`src/include/branch_bit_pkg.sv`:
```
// Constants, types and carriers for the branch and bit-operation execute unit.
// Assumes a 4-phase instruction cycle and a Wishbone classic register master.
package branch_bit_pkg;
  localparam int          PC_W          = 21;
  localparam logic [7:0]  OPC_NONZERO   = 8'he1;
  localparam logic [7:0]  OPC_OVERFLOW  = 8'he4;
  localparam logic [4:0]  OPC_ALWAYS    = 5'h1a;
  localparam logic [3:0]  NIB_FORCE     = 4'h8;
  localparam logic [3:0]  NIB_INVERT    = 4'h7;
  localparam logic [3:0]  NIB_SKIP_CLR  = 4'hb;
  localparam logic [3:0]  NIB_SKIP_ONE  = 4'ha;
  localparam int          NIB_HI        = 15;
  localparam int          NIB_LO        = 12;
  localparam int          BITN_HI       = 11;
  localparam int          BITN_LO       = 9;
  localparam int          ACC_POS       = 8;
  localparam logic [7:0]  IDX_LIMIT     = 8'h5f;
  localparam logic [3:0]  ACCESS_HIGH   = 4'hf;
  localparam logic [7:0]  ADR_CTRL      = 8'h00;
  localparam logic [7:0]  ADR_BANK      = 8'h04;
  localparam logic [7:0]  ADR_IDX_BASE  = 8'h08;
  localparam logic [7:0]  ADR_PC        = 8'h0c;
  localparam logic [7:0]  ADR_STAT      = 8'h10;
  localparam int          CTRL_RUN      = 0;
  localparam int          CTRL_EXT      = 1;
  localparam logic        RUN_RST       = 1'b0;
  localparam logic        EXT_RST       = 1'b0;
  localparam logic [3:0]  BANK_RST      = 4'h0;
  localparam logic [11:0] IDX_BASE_RST  = 12'h000;
  localparam logic [PC_W-1:0] PC_RST    = '0;
  localparam logic [1:0]  PH_Q1         = 2'h0;
  localparam logic [1:0]  PH_Q2         = 2'h1;
  localparam logic [1:0]  PH_Q3         = 2'h2;
  localparam logic [1:0]  PH_Q4         = 2'h3;

  typedef enum logic [2:0] {
    idle_slot, branch_nonzero_op, branch_overflow_op, branch_always_op,
    bit_force_one_op, bit_invert_op, test_skip_when_clear_op, test_skip_when_one_op
  } op_e;

  typedef enum logic {run_slot, flush_slot} mode_e;

  typedef struct packed {
    logic        re;
    logic        we;
    logic [11:0] addr;
    logic [7:0]  wdata;
  } mem_req_s;

  typedef struct packed {
    logic [1:0]      phase;
    mode_e           mode;
    logic [1:0]      flush_left;
    op_e             op;
    logic [2:0]      bitn;
    logic            acc;
    logic [7:0]      fadr;
    logic [10:0]     offs;
    logic            taken;
    logic [PC_W-1:0] pc;
    mem_req_s        mem;
    logic            run;
    logic            ext;
    logic [3:0]      bank;
    logic [11:0]     idx_base;
    logic            ack;
    logic [31:0]     rdata;
  } state_s;
endpackage

```
`src/verilog/branch_and_bit_op_execute.sv`:
```
// Execute unit for relative branches and single-bit file-register operations.
// Assumes fetch presents the instruction word in Q1 and memory answers reads in Q2.
module branch_and_bit_op_execute
  import branch_bit_pkg::*;
(
  input  wire logic            mclk_i,
  input  wire logic            rst_b_i,
  input  wire logic            wb_cyc_i,
  input  wire logic            wb_stb_i,
  input  wire logic            wb_we_i,
  input  wire logic [7:0]      wb_adr_i,
  input  wire logic [3:0]      wb_sel_i,
  input  wire logic [31:0]     wb_dat_i,
  output logic      [31:0]     wb_dat_o,
  output logic                 wb_ack_o,
  input  wire logic [15:0]     instr_i,
  input  wire logic            next_two_word_i,
  input  wire logic            zero_i,
  input  wire logic            ovf_i,
  input  wire logic [7:0]      mem_rdata_i,
  output mem_req_s             mem_o,
  output logic      [PC_W-1:0] pc_o,
  output logic                 flush_o,
  output logic      [1:0]      phase_o
);
  state_s          s_q;
  state_s          s_d;
  logic [PC_W-1:0] tgt;

  function automatic op_e decode(input logic [15:0] w);
    if (w[15:8] == OPC_NONZERO) return branch_nonzero_op;
    if (w[15:8] == OPC_OVERFLOW) return branch_overflow_op;
    if (w[15:11] == OPC_ALWAYS) return branch_always_op;
    case (w[NIB_HI:NIB_LO])
      NIB_FORCE:    return bit_force_one_op;
      NIB_INVERT:   return bit_invert_op;
      NIB_SKIP_CLR: return test_skip_when_clear_op;
      NIB_SKIP_ONE: return test_skip_when_one_op;
      default:      return idle_slot;
    endcase
  endfunction

  function automatic logic is_bit(input op_e o);
    return o inside {bit_force_one_op, bit_invert_op,
                     test_skip_when_clear_op, test_skip_when_one_op};
  endfunction

  function automatic logic is_branch(input op_e o);
    return o inside {branch_nonzero_op, branch_overflow_op, branch_always_op};
  endfunction

  function automatic logic [11:0] eff_addr(input logic acc, input logic [7:0] f,
                                          input logic ext, input logic [3:0] bank,
                                          input logic [11:0] base);
    if (acc) return {bank, f};
    if (ext && f <= IDX_LIMIT) return base + {4'h0, f};
    if (f <= IDX_LIMIT) return {4'h0, f};
    return {ACCESS_HIGH, f};
  endfunction

  function automatic logic [31:0] merge(input logic [31:0] old, input logic [31:0] nw,
                                        input logic [3:0] sel);
    logic [31:0] r;
    r = old;
    for (int i = 0; i < 4; i++) begin
      if (sel[i]) r[8*i +: 8] = nw[8*i +: 8];
    end
    return r;
  endfunction

  // Offset is doubled and sign-extended to the PC width here
  assign tgt = s_q.pc + PC_W'(2) + {{(PC_W-12){s_q.offs[10]}}, s_q.offs, 1'b0};

  always_comb begin
    logic [31:0] wv;
    logic [7:0]  mask;
    logic        hit;
    wv   = '0;
    mask = 8'h01 << s_q.bitn;
    hit  = |(mem_rdata_i & mask);
    s_d  = s_q;
    s_d.ack = wb_cyc_i && wb_stb_i && !s_q.ack;
    if (s_d.ack) begin
      case (wb_adr_i)
        ADR_CTRL:     s_d.rdata = 32'({s_q.ext, s_q.run});
        ADR_BANK:     s_d.rdata = 32'(s_q.bank);
        ADR_IDX_BASE: s_d.rdata = 32'(s_q.idx_base);
        ADR_PC:       s_d.rdata = 32'(s_q.pc);
        ADR_STAT:     s_d.rdata = 32'({s_q.flush_left, s_q.mode, s_q.phase});
        default:      s_d.rdata = '0;
      endcase
    end
    // Write lands on the edge at which the master samples ack
    if (wb_cyc_i && wb_stb_i && wb_we_i && s_q.ack) begin
      wv = merge(s_q.rdata, wb_dat_i, wb_sel_i);
      case (wb_adr_i)
        ADR_CTRL: begin
          s_d.run = wv[CTRL_RUN];
          s_d.ext = wv[CTRL_EXT];
        end
        ADR_BANK:     s_d.bank = wv[3:0];
        ADR_IDX_BASE: s_d.idx_base = wv[11:0];
        default:      ;
      endcase
    end
    if (s_q.run) begin
      s_d.phase = s_q.phase + 2'd1;
      case (s_q.phase)
        PH_Q1: begin
          // Slot after a taken branch or skip runs as idle
          s_d.op    = (s_q.mode == run_slot) ? decode(instr_i) : idle_slot;
          s_d.bitn  = instr_i[BITN_HI:BITN_LO];
          s_d.acc   = instr_i[ACC_POS];
          s_d.fadr  = instr_i[7:0];
          s_d.offs  = (s_d.op == branch_always_op) ? instr_i[10:0]
                                                   : {{3{instr_i[7]}}, instr_i[7:0]};
          s_d.mem.addr = eff_addr(instr_i[ACC_POS], instr_i[7:0], s_q.ext, s_q.bank,
                                  s_q.idx_base);
          s_d.mem.re = is_bit(s_d.op);
          s_d.taken  = 1'b0;
        end
        PH_Q2: begin
          s_d.mem.re = 1'b0;
          case (s_q.op)
            branch_nonzero_op:       s_d.taken = !zero_i;
            branch_overflow_op:      s_d.taken = ovf_i;
            branch_always_op:        s_d.taken = 1'b1;
            bit_force_one_op:        s_d.mem.wdata = mem_rdata_i | mask;
            bit_invert_op:           s_d.mem.wdata = mem_rdata_i ^ mask;
            test_skip_when_clear_op: s_d.taken = !hit;
            test_skip_when_one_op:   s_d.taken = hit;
            default:                 s_d.taken = 1'b0;
          endcase
        end
        PH_Q3: s_d.mem.we = s_q.op inside {bit_force_one_op, bit_invert_op};
        PH_Q4: begin
          s_d.mem.we = 1'b0;
          s_d.pc = (s_q.taken && is_branch(s_q.op)) ? tgt : s_q.pc + PC_W'(2);
          if (s_q.mode == flush_slot) begin
            s_d.flush_left = s_q.flush_left - 2'd1;
            if (s_q.flush_left == 2'd1) s_d.mode = run_slot;
          end else if (s_q.taken) begin
            s_d.mode = flush_slot;
            s_d.flush_left = (!is_branch(s_q.op) && next_two_word_i) ? 2'd2
                                                                      : 2'd1;
          end
        end
        default: ;
      endcase
    end
  end

  always_ff @(posedge mclk_i or negedge rst_b_i) begin
    if (!rst_b_i) begin
      s_q <= '{phase: PH_Q1, mode: run_slot, flush_left: 2'd0, op: idle_slot, bitn: 3'h0,
               acc: 1'b0, fadr: 8'h00, offs: 11'h000, taken: 1'b0, pc: PC_RST,
               mem: '0, run: RUN_RST, ext: EXT_RST, bank: BANK_RST,
               idx_base: IDX_BASE_RST, ack: 1'b0, rdata: 32'h0000_0000};
    end else begin
      s_q <= s_d;
    end
  end

  assign wb_dat_o = s_q.rdata;
  assign wb_ack_o = s_q.ack;
  assign mem_o    = s_q.mem;
  assign pc_o     = s_q.pc;
  assign flush_o  = (s_q.mode == flush_slot);
  assign phase_o  = s_q.phase;
endmodule

```
`config.mk`:
```
export PLATFORM = sky130hd
export DESIGN_NAME = branch_and_bit_op_execute
export DESIGN_NICKNAME = d
export VERILOG_FILES = /design/src/include/branch_bit_pkg.sv /design/src/verilog/branch_and_bit_op_execute.sv
export SDC_FILE = /design/constraint.sdc
export NUM_CORES = 1
export LEC_CHECK = 0
export ABC_CLOCK_PERIOD_IN_PS = 10500
export BUFFER_PORTS_ARGS = -buffer_cell sky130_fd_sc_hd__clkbuf_2
export CAP_MARGIN = 20
export CORE_ASPECT_RATIO = 0.5
export CORE_MARGIN = 3
export CORE_UTILIZATION = 41
export DETAILED_ROUTE_END_ITERATION = 10
export RECOVER_POWER = 100
export SKIP_LAST_GASP = 1
export SLEW_MARGIN = 10
export SYNTH_ARGS = -nofsm -noshare
export SYNTH_HDL_FRONTEND = slang
export SYNTH_SLANG_ARGS = --single-unit
```
`constraint.sdc`:
```
create_clock -name mclk_i -period 10.5 [get_ports mclk_i]
set_input_delay 0 -clock mclk_i [delete_from_list [all_inputs] [get_ports mclk_i]]
set_output_delay 0 -clock mclk_i [all_outputs]
set_load 0.05 [all_outputs]
```
==> results.sh, run 1 <==
export IMPL_core_area_um2=17700
export IMPL_antenna_found_initial=0
export IMPL_avgViaCountPerCell=5.26
export IMPL_rsz0062_at_grt="false"
export IMPL_io_pins=155
export IMPL_dieWidth_um=198
export IMPL_maxSlewViolCount=132
export IMPL_async_reset_ff_share_pct=100
export IMPL_setup_ws_ns=5.42
export IMPL_first_global_vias=6046
export IMPL_synth_common_cells="nand2_1, dfrtp_1, o21ai_0"
export IMPL_cp_max_fo=60
export IMPL_cts_sink_count=105
export IMPL_cts_buffer_depth=2
export IMPL_clk_latency_ns=0.36
export IMPL_grtUsageTotal_pct=19.5
export IMPL_synth_seq_area_share_pct=34.6
export IMPL_start_util_pct=42.8
export IMPL_irDropWorstVdd_mv=0.0725
export IMPL_cp_arrival_ns=5.02
export IMPL_fillCellCount=1788
export IMPL_yosysWarnings=0
export IMPL_dp_hpwl_um=14700
export IMPL_syn_to_final_growth_pct=8.56
export IMPL_drive_gt1_share_pct=8.54
export IMPL_cts_root_buf="clkbuf_16"
export IMPL_cts_tree="done"
export IMPL_ant_nets=0
export IMPL_fmax_ghz=0.197
export IMPL_grt_pass1_wl_um=31200
export IMPL_rows=34
export IMPL_p_leak_nw=3.89
export IMPL_hp_class="in -> reg"
export IMPL_synth_edf_count=0
export IMPL_post_drt_wl_per_cell_um=16.2
export IMPL_nNetsFinal=1110
export IMPL_cp_depth=3
export IMPL_p_per_area_nw_per_um2=119
export IMPL_grt_max_degree=61
export IMPL_drt_pass1_iterations=5
export IMPL_crit_chain="dlygate4sd3_1 -> clkbuf_1 -> clkbuf_1"
export IMPL_setup_viol=0
export IMPL_overflow=0
export IMPL_startpoint="rst_b_i"
export IMPL_end_kind="async pin"
export IMPL_final_hold_violation_count=0
export IMPL_crit_type="in -> async"
export IMPL_vias=6405
export IMPL_r2r_start="pc_o[1]"
export IMPL_path_delay_family="buffers and inverters"
export IMPL_crit_required_ns=10.44
export IMPL_cp_slowest_cell="clkbuf_1"
export IMPL_drc_errors=0
export IMPL_violations="max-capacitance violations, max-slew violations"
export IMPL_min_delay_start="wb_dat_i[0]"
export IMPL_setup_tns_ns=0
export IMPL_dp_slack_ns=6.50
export IMPL_die_y_um=102
export IMPL_cts_htree_levels=3
export IMPL_synth_top_area_share_pct=34.6
export IMPL_status="complete, but fails checks"
export IMPL_critPathMaxStageDelay_ns=2.51
export IMPL_finClkSkew_ns=0.0102
export IMPL_drt_iter0_markers=388
export IMPL_cap_viol_max_count=3
export IMPL_routed_wl_um=19800
export IMPL_clk_pin_slew_worst_paths_ns=0.08
export IMPL_ff2ff_path_depth=16
export IMPL_post_route_min_period_ns=5.08
export IMPL_whs_path_depth=3
export IMPL_yosysMostFrequentCell="nand2_1"
export IMPL_synth_area_um2=7590
export IMPL_crit_top_cell="clkbuf_1"
export IMPL_start_kind="input port"
export IMPL_worst_path_buf_inv=3
export IMPL_syn_area_per_cell_um2=8.18
export IMPL_antenna_cells=0
export IMPL_synth_area_leader_cell="dfrtp_1"
export IMPL_synthFlopType="dfrtp_1"
export IMPL_syn_inst=928
export IMPL_synthTopCellsByArea="dfrtp_1, ha_1, buf_4, nand2_1, o21ai_0"
export IMPL_place_port_buffers=120
export IMPL_period_share_pct=48.4
export IMPL_worst_pin_slew_ns=3.59
export IMPL_relSlewSlack_pct=-139
export IMPL_gp_congestion=0.844
export IMPL_synth_seq_cells=105
export IMPL_numCtsBuffers=9
export IMPL_utilization_pct=46.4
export IMPL_die_area_um2=20300
export IMPL_cts_setup_buffers=0
export IMPL_synth_cell_types=62
## cells by family after synthesis
family / synth area share [%]
compound gates: 17.8
xor+xnor: 4.85
fa+ha+maj: 9.27
buf+inv: 12.4
flops: 34.6
mux: 2.24
other cells: 0.0494
simple gates: 18.8
## where the power goes
part	total (W)	leakage [nW]	internal [W]	switching, W
Combinational	0.000178	2.45	0.0000696	0.000109
Clock	0.000385	0.167	0.000219	0.000165
Sequential	0.000418	1.27	0.000410	0.00000750
Total	0.000981	3.89	0.000699	0.000282
## final cells by class
class | instances | area (um^2) | area share, %
multi-input cells | 673 | 4050 | 49.1
flip-flops and latches | 105 | 2630 | 31.9
repair buffers | 148 | 771 | 9.36
well taps | 234 | 293 | 3.55
clock buffers | 10 | 239 | 2.90
inverters | 42 | 158 | 1.91
clock inverters | 6 | 101 | 1.23
## stage by stage
stage,power [W],cell area [um^2],hold WS [ns],std cells
2_1_floorplan,0.000556,7630,-0.296,939
3_3_place_gp,0.000595,7770,0.149,1178
3_5_place_dp,0.000598,7770,0.163,1178
4_1_cts,0.000994,8340,0.00372,1216
5_1_grt,0.00103,8240,0.0203,1218
6_report,0.000981,8240,0.0170,1218
## cell usage in the layout, fill, tap and decap left out, types with 4 or more instances in the layout
master         synthesis  layout
nand2_1              153     153
dfrtp_1              105     105
o21ai_0               86      92
clkbuf_1              33      74
nor2_1                65      65
a21oi_1               63      63
ha_1                  53      53
clkbuf_2               0      50
inv_1                 42      42
nand3_1               34      34
xnor2_1               31      31
dlygate4sd3_1          0      22
mux2i_1               17      17
a22oi_1               13      13
nor3_1                12      12
conb_1                 1      12
xor2_1                11      11
o22ai_1               10      10
and3_1                 9       9
clkbuf_16              0       9
a21o_1                 8       8
nor2b_1                8       8
a21oi_2                8       8
nand3b_1               5       5
a31oi_1                5       5
and2_1                 5       4
or2_2                  5       4
nor4_1                 3       4
o211ai_1               4       4
a221oi_1               4       4
## worst min-delay path: stages
cell,delay [ns]
clkbuf_2,0.09
mux2i_1,0.11
a21oi_1,0.14
## sequential cells by signal (all words and copies together) (netlist names)
register and cells:
pc_o 20, phase_o 2, wb_ack_o 1, mem_o 22
flush_o 1, s_q 38, wb_dat_o 21
## final timing paths
kind / endpoint / slack (ns)
worst min register to register: wb_dat_o[16] / 0.47
worst max-delay path: pc_o[2] / 5.42
min in group asynchronous: s_q[117] / 1.42
max in group mclk_i: pc_o[20] / 6.33
worst max register to register: pc_o[20] / 6.33
worst min-delay path: s_q[33] / 0.02
## repair_timing
item | CTS | global route
endpoints found under the hold margin | 89 | 0
gates resized for setup | 0 | 0
setup endpoints to repair | 0 | 0
hold buffers | 22 | 0
## metal layers
metal	track usage (%)	up-vias	routed length (um)
met5	0	-	0
met1	27.3	3046	9620
li1	-	3192	-
met2	31.7	150	8920
met3	3.85	17	1010
met4	3.91	0	202
(Power assumes the default switching activity.)
==> inputs of run 2 (changes only) <==
- ABC_AREA: default -> 1
- ABC_CLOCK_PERIOD_IN_PS: 10500 -> 5250
- clock period: 10.5 -> 5.25 ns (I/O delays scaled with it)
==> results.sh, run 2 <==
export IMPL_place_port_buffers=120
export IMPL_irDropWorstVdd_mv=0.152
export IMPL_p_per_area_nw_per_um2=216
export IMPL_finClkSkew_ns=0.0142
export IMPL_grt_pass1_wl_um=36000
export IMPL_synth_compound_area_share_pct=14.4
export IMPL_grtUsageTotal_pct=21.2
export IMPL_setup_tns_ns=0
export IMPL_largest_reg_flops=38
export IMPL_synth_area_leader_cell="dfrtp_1"
export IMPL_cts_tree="done"
export IMPL_io_pins=155
export IMPL_rsz0062_at_grt="false"
export IMPL_yosysMostFrequentCell="nand2_1"
export IMPL_drt_iter0_markers=485
export IMPL_end_kind="flop"
export IMPL_grt_max_degree=54
export IMPL_crit_type="reg -> reg"
export IMPL_clk_latency_ns=0.36
export IMPL_final_hold_violation_count=0
export IMPL_drt_pass1_iterations=5
export IMPL_cts_root_buf="clkbuf_16"
export IMPL_async_reset_ff_share_pct=100
export IMPL_post_drt_wl_per_cell_um=15.5
export IMPL_avgViaCountPerCell=5.04
export IMPL_maxSlewViolCount=76
export IMPL_synthTopCellsByArea="dfrtp_1, nand2_1, ha_1, buf_4, inv_1"
export IMPL_drc_errors=0
export IMPL_antenna_cells=0
export IMPL_rows=35
export IMPL_die_area_um2=21300
export IMPL_synth_seq_area_share_pct=32.9
export IMPL_cp_max_fo=21
export IMPL_ff_latch_area_um2=2630
export IMPL_synth_seq_cells=105
export IMPL_nNetsFinal=1315
export IMPL_dp_hpwl_um=17400
export IMPL_most_common_layout_cells="nand2_1, inv_1, dfrtp_1, o21ai_0, nor2_1"
export IMPL_syn_area_per_cell_um2=7.12
export IMPL_post_route_min_period_ns=3.53
export IMPL_synth_edf_count=0
export IMPL_clk_pin_slew_worst_paths_ns=0.08
export IMPL_cts_sink_count=105
export IMPL_cp_arrival_ns=3.83
export IMPL_regMostFlops="s_q"
export IMPL_syn_inst=1122
export IMPL_fmax_ghz=0.283
export IMPL_fillCellCount=2000
export IMPL_multi_input_area_um2=4110
export IMPL_synth_cell_types=45
export IMPL_die_y_um=105
export IMPL_relSlewSlack_pct=-101
export IMPL_synth_area_um2=7980
export IMPL_synth_adder_area_share_pct=8.81
export IMPL_dieWidth_um=203
export IMPL_drive_gt1_share_pct=7.65
export IMPL_numCtsBuffers=9
export IMPL_antenna_found_initial=0
export IMPL_cap_viol_max_count=3
export IMPL_gp_congestion=0.928
export IMPL_first_global_vias=6962
export IMPL_period_share_pct=67.3
export IMPL_ant_nets=0
export IMPL_yosysWarnings=0
export IMPL_core_area_um2=18700
export IMPL_synth_top_family_by_area="simple AND/OR/NAND/NOR gates"
export IMPL_synth_xor_area_share_pct=2.38
export IMPL_cts_setup_buffers=0
export IMPL_synthMuxAreaShare_pct=0
export IMPL_start_kind="flop"
export IMPL_synthFlopType="dfrtp_1"
export IMPL_cts_htree_levels=3
export IMPL_worst_pin_slew_ns=3.01
export IMPL_power_w=0.00188
export IMPL_synth_common_cells="nand2_1, inv_1, dfrtp_1"
export IMPL_routed_wl_um=22400
export IMPL_start_util_pct=42.6
export IMPL_violations="max-capacitance violations, max-slew violations"
export IMPL_synth_top_area_share_pct=32.9
export IMPL_hp_class="in -> reg"
export IMPL_layout_commonest_cell="nand2_1"
export IMPL_synth_simple_area_share_pct=25.4
export IMPL_status="complete, but fails checks"
export IMPL_overflow=0
export IMPL_setup_viol=0
export IMPL_syn_to_final_growth_pct=8.64
export IMPL_p_leak_nw=4.47
export IMPL_crit_required_ns=5.55
export IMPL_vias=7294
export IMPL_cts_buffer_depth=2
run 2: cell count changes in the layout (fill, tap and decap cells not counted), sizes merged, moves of 18 or more:
cell / before / now
a21oi: 71 / 52
inv: 43 / 158
nand2: 153 / 283
nand3: 34 / 63
nor2: 67 / 85
xnor2: 31 / 1
run 2: layout make-up:
type                       count  area share (%)
clock inverter                 6           0.692
inverter                     158            6.84
multi-input combinational    767            47.3
clock buffer                  10            2.76
timing repair buffer         143            8.35
tap                          259            3.74
sequential                   105            30.3
run 2: metrics by stage:
stage,hold WS (ns),utilization (%),setup slack (ns),std cells,instance area (um^2)
after floorplan,-0.296,-,2.69,1133,8030
after global placement,0.102,44.3,2.08,1413,8300
after detailed placement,0.0965,44.3,2.04,1413,8300
after CTS,0.0160,46.9,2.02,1448,8790
after global routing,0.0363,46.3,1.33,1448,8670
final,0.0311,46.3,1.72,1448,8670
run 2: worst max-delay path, stage by stage (launching register included):
cell and delay, ns:
dfrtp_1 0.40, inv_1 0.09, a21oi_1 0.15, inv_1 0.15, nor2_1 1.23, inv_1 0.80, a21oi_1 0.30, nand2_1 0.08
nand2_1 0.08, nand2_1 0.08, nand2_1 0.09
run 2: metal layers:
metal / global-route usage, % / wire [um] / vias up
met1: 29.8 / 10900 / 3435
met5: 0 / 0 / -
met3: 4.01 / 1200 / 19
met2: 33.9 / 10000 / 179
met4: 4.96 / 306 / 0
li1: - / - / 3661
run 2: final timing paths:
path	from	to	slack, ns	depth (start not counted)
worst max-delay path	s_q[118]	pc_o[13]	1.72	10
worst min-delay path	wb_dat_i[9]	s_q[42]	0.03	5
worst max register to register	s_q[118]	pc_o[13]	1.72	10
worst min register to register	mem_o[10]	mem_o[10]	0.49	2
max in group asynchronous	rst_b_i	pc_o[15]	2.08	3
min in group asynchronous	rst_b_i	mem_o[15]	1.17	2
run 2: power breakdown:
| part | internal (W) | total, W | switching (W) |
|---|---|---|---|
| clock network | 0.000346 | 0.000694 | 0.000348 |
| registers | 0.000822 | 0.000837 | 0.0000150 |
| logic | 0.000109 | 0.000346 | 0.000238 |
| total | 0.00128 | 0.00188 | 0.000601 |
run 2: timing repair:
item	CTS	global route
resized for setup	0	0
hold endpoints to repair	74	0
hold buffers	19	0
run 2: cells by family after synthesis:
| group | Yosys count |
|---|---|
| simple gates | 477 |
| buf+inv | 261 |
| fa+ha+maj | 55 |
| xor+xnor | 20 |
| flops | 105 |
| other cells | 1 |
| compound gates | 203 |
==> inputs of run 3 (changes only) <==
- ABC_CLOCK_PERIOD_IN_PS: 5250 -> 3620
- clock period: 5.25 -> 3.62 ns (I/O delays scaled with it)
==> results.sh, run 3 (same netlist as run 2, synthesis figures left out) <==
export IMPL_grt_pass1_wl_um=36000
export IMPL_pwr_share_seq_pct=44.1
export IMPL_cts_tree="done"
export IMPL_p_leak_nw=4.49
export IMPL_post_drt_wl_per_cell_um=15.4
export IMPL_irDropWorstVdd_mv=0.245
export IMPL_drive_gt1_share_pct=7.63
export IMPL_most_common_layout_cells="nand2_1, inv_1, dfrtp_1, o21ai_0, nor2_1"
export IMPL_vias=7268
export IMPL_period_share_pct=89.9
export IMPL_die_y_um=105
export IMPL_clk_latency_ns=0.36
export IMPL_relSlewSlack_pct=-103
export IMPL_cts_setup_buffers=0
export IMPL_cts_buffer_depth=2
export IMPL_dieWidth_um=203
export IMPL_ff_latch_area_um2=2630
export IMPL_dp_slack_ns=0.478
export IMPL_first_global_vias=7022
export IMPL_nNetsFinal=1319
export IMPL_crit_required_ns=3.87
export IMPL_dp_hpwl_um=17500
export IMPL_post_route_min_period_ns=3.25
export IMPL_fmax_ghz=0.307
export IMPL_clk_pin_slew_worst_paths_ns=0.09
export IMPL_overflow=0
export IMPL_violations="max-capacitance violations, max-slew violations"
export IMPL_syn_to_final_growth_pct=8.98
export IMPL_setup_tns_ns=0
export IMPL_cts_root_buf="clkbuf_16"
export IMPL_rsz0062_at_grt="false"
export IMPL_antenna_found_initial=0
export IMPL_io_pins=155
export IMPL_ant_nets=0
export IMPL_cts_resized=0
export IMPL_finClkSkew_ns=0.0161
export IMPL_start_util_pct=42.6
export IMPL_hold_worst_slack_ns=0.0130
export IMPL_regMostFlops="s_q"
export IMPL_numCtsBuffers=9
export IMPL_switching_power_w=0.000904
export IMPL_worst_pin_slew_ns=3.04
export IMPL_fillCellCount=2009
export IMPL_comb_power_share_pct=18.3
export IMPL_die_area_um2=21300
export IMPL_status="complete, but fails checks"
export IMPL_layout_commonest_cell="nand2_1"
export IMPL_cts_sink_count=105
export IMPL_avgViaCountPerCell=5.00
export IMPL_core_area_um2=18700
export IMPL_hp_class="in -> reg"
export IMPL_final_hold_violation_count=0
export IMPL_grt_max_degree=53
export IMPL_drc_errors=0
export IMPL_cts_htree_levels=3
export IMPL_end_kind="flop"
export IMPL_multi_input_area_um2=4100
export IMPL_start_kind="flop"
export IMPL_drt_pass1_iterations=5
export IMPL_gp_congestion=0.916
export IMPL_setup_viol=0
export IMPL_utilization_pct=46.4
export IMPL_grtUsageTotal_pct=21.2
export IMPL_maxSlewViolCount=70
export IMPL_drt_iter0_markers=530
export IMPL_clock_power_share_pct=37.6
export IMPL_cp_arrival_ns=3.50
export IMPL_rows=35
export IMPL_cp_max_fo=7
export IMPL_p_int_w=0.00185
export IMPL_swShare_pct=32.9
export IMPL_largest_reg_flops=38
export IMPL_cap_viol_max_count=2
export IMPL_routed_wl_um=22400
export IMPL_p_per_area_nw_per_um2=316
export IMPL_place_port_buffers=120
export IMPL_setup_ws_ns=0.366
export IMPL_crit_type="reg -> reg"
-- run 3: layout make-up --
cell class,count,share of cell area (%)
Tap cell,259,3.72
Inverter,158,6.82
Multi-Input combinational cell,767,47.1
Sequential cell,105,30.2
Timing Repair Buffer,147,8.61
Clock inverter,7,0.906
Clock buffer,9,2.59
Antenna cell,1,0.0288
-- run 3: repair_timing --
action	4_1_cts	5_1_grt
hold buffers	20	0
endpoints found under the hold margin	73	0
endpoints found under the setup margin	0	0
-- run 3: stage by stage --
step,area [um^2],std cells,power [W]
after floorplan,8030,1133,0.00159
after global routing,8700,1452,0.00290
after global placement,8320,1416,0.00172
after detailed placement,8320,1416,0.00172
after CTS,8820,1452,0.00278
final,8700,1453,0.00275
-- run 3: critical path, stage by stage, from the launching register on --
cell	delay [ns]
dfrtp_1	0.49
inv_1	0.18
nor3_4	0.36
nand2_4	0.12
nor2_4	0.10
xor2_1	0.28
ha_1	0.31
a21oi_1	0.23
a21boi_0	0.25
nand3_1	0.23
or2_2	0.33
nand3_1	0.07
nand2_1	0.06
nand2_1	0.06
nand2_1	0.07
-- run 3: worst paths after layout --
path / endpoint / cells past startpoint / slack (ns) / start
worst max-delay path: pc_o[11] / 14 / 0.37 / pc_o[1]
worst min-delay path: s_q[43] / 5 / 0.01 / wb_dat_i[10]
worst max register to register: pc_o[11] / 14 / 0.37 / pc_o[1]
worst min register to register: mem_o[9] / 2 / 0.48 / mem_o[9]
max in group asynchronous: phase_o[1] / 2 / 0.73 / rst_b_i
min in group asynchronous: mem_o[9] / 2 / 1.18 / rst_b_i
-- run 3: power by group through the flow --
stage,logic (W),registers [W],clock network (W)
2_1_floorplan,0.000361,0.00123,0
3_3_place_gp,0.000481,0.00124,0
3_5_place_dp,0.000488,0.00124,0
4_1_cts,0.000507,0.00121,0.00106
5_1_grt,0.000574,0.00122,0.00111
6_report,0.000503,0.00121,0.00103
-- run 3: layer usage --
metal  track usage (%)  routed length, um
met4              4.47                291
met1              30.0              11000
met5                 0                  0
met2              34.1               9970
met3              3.64               1090
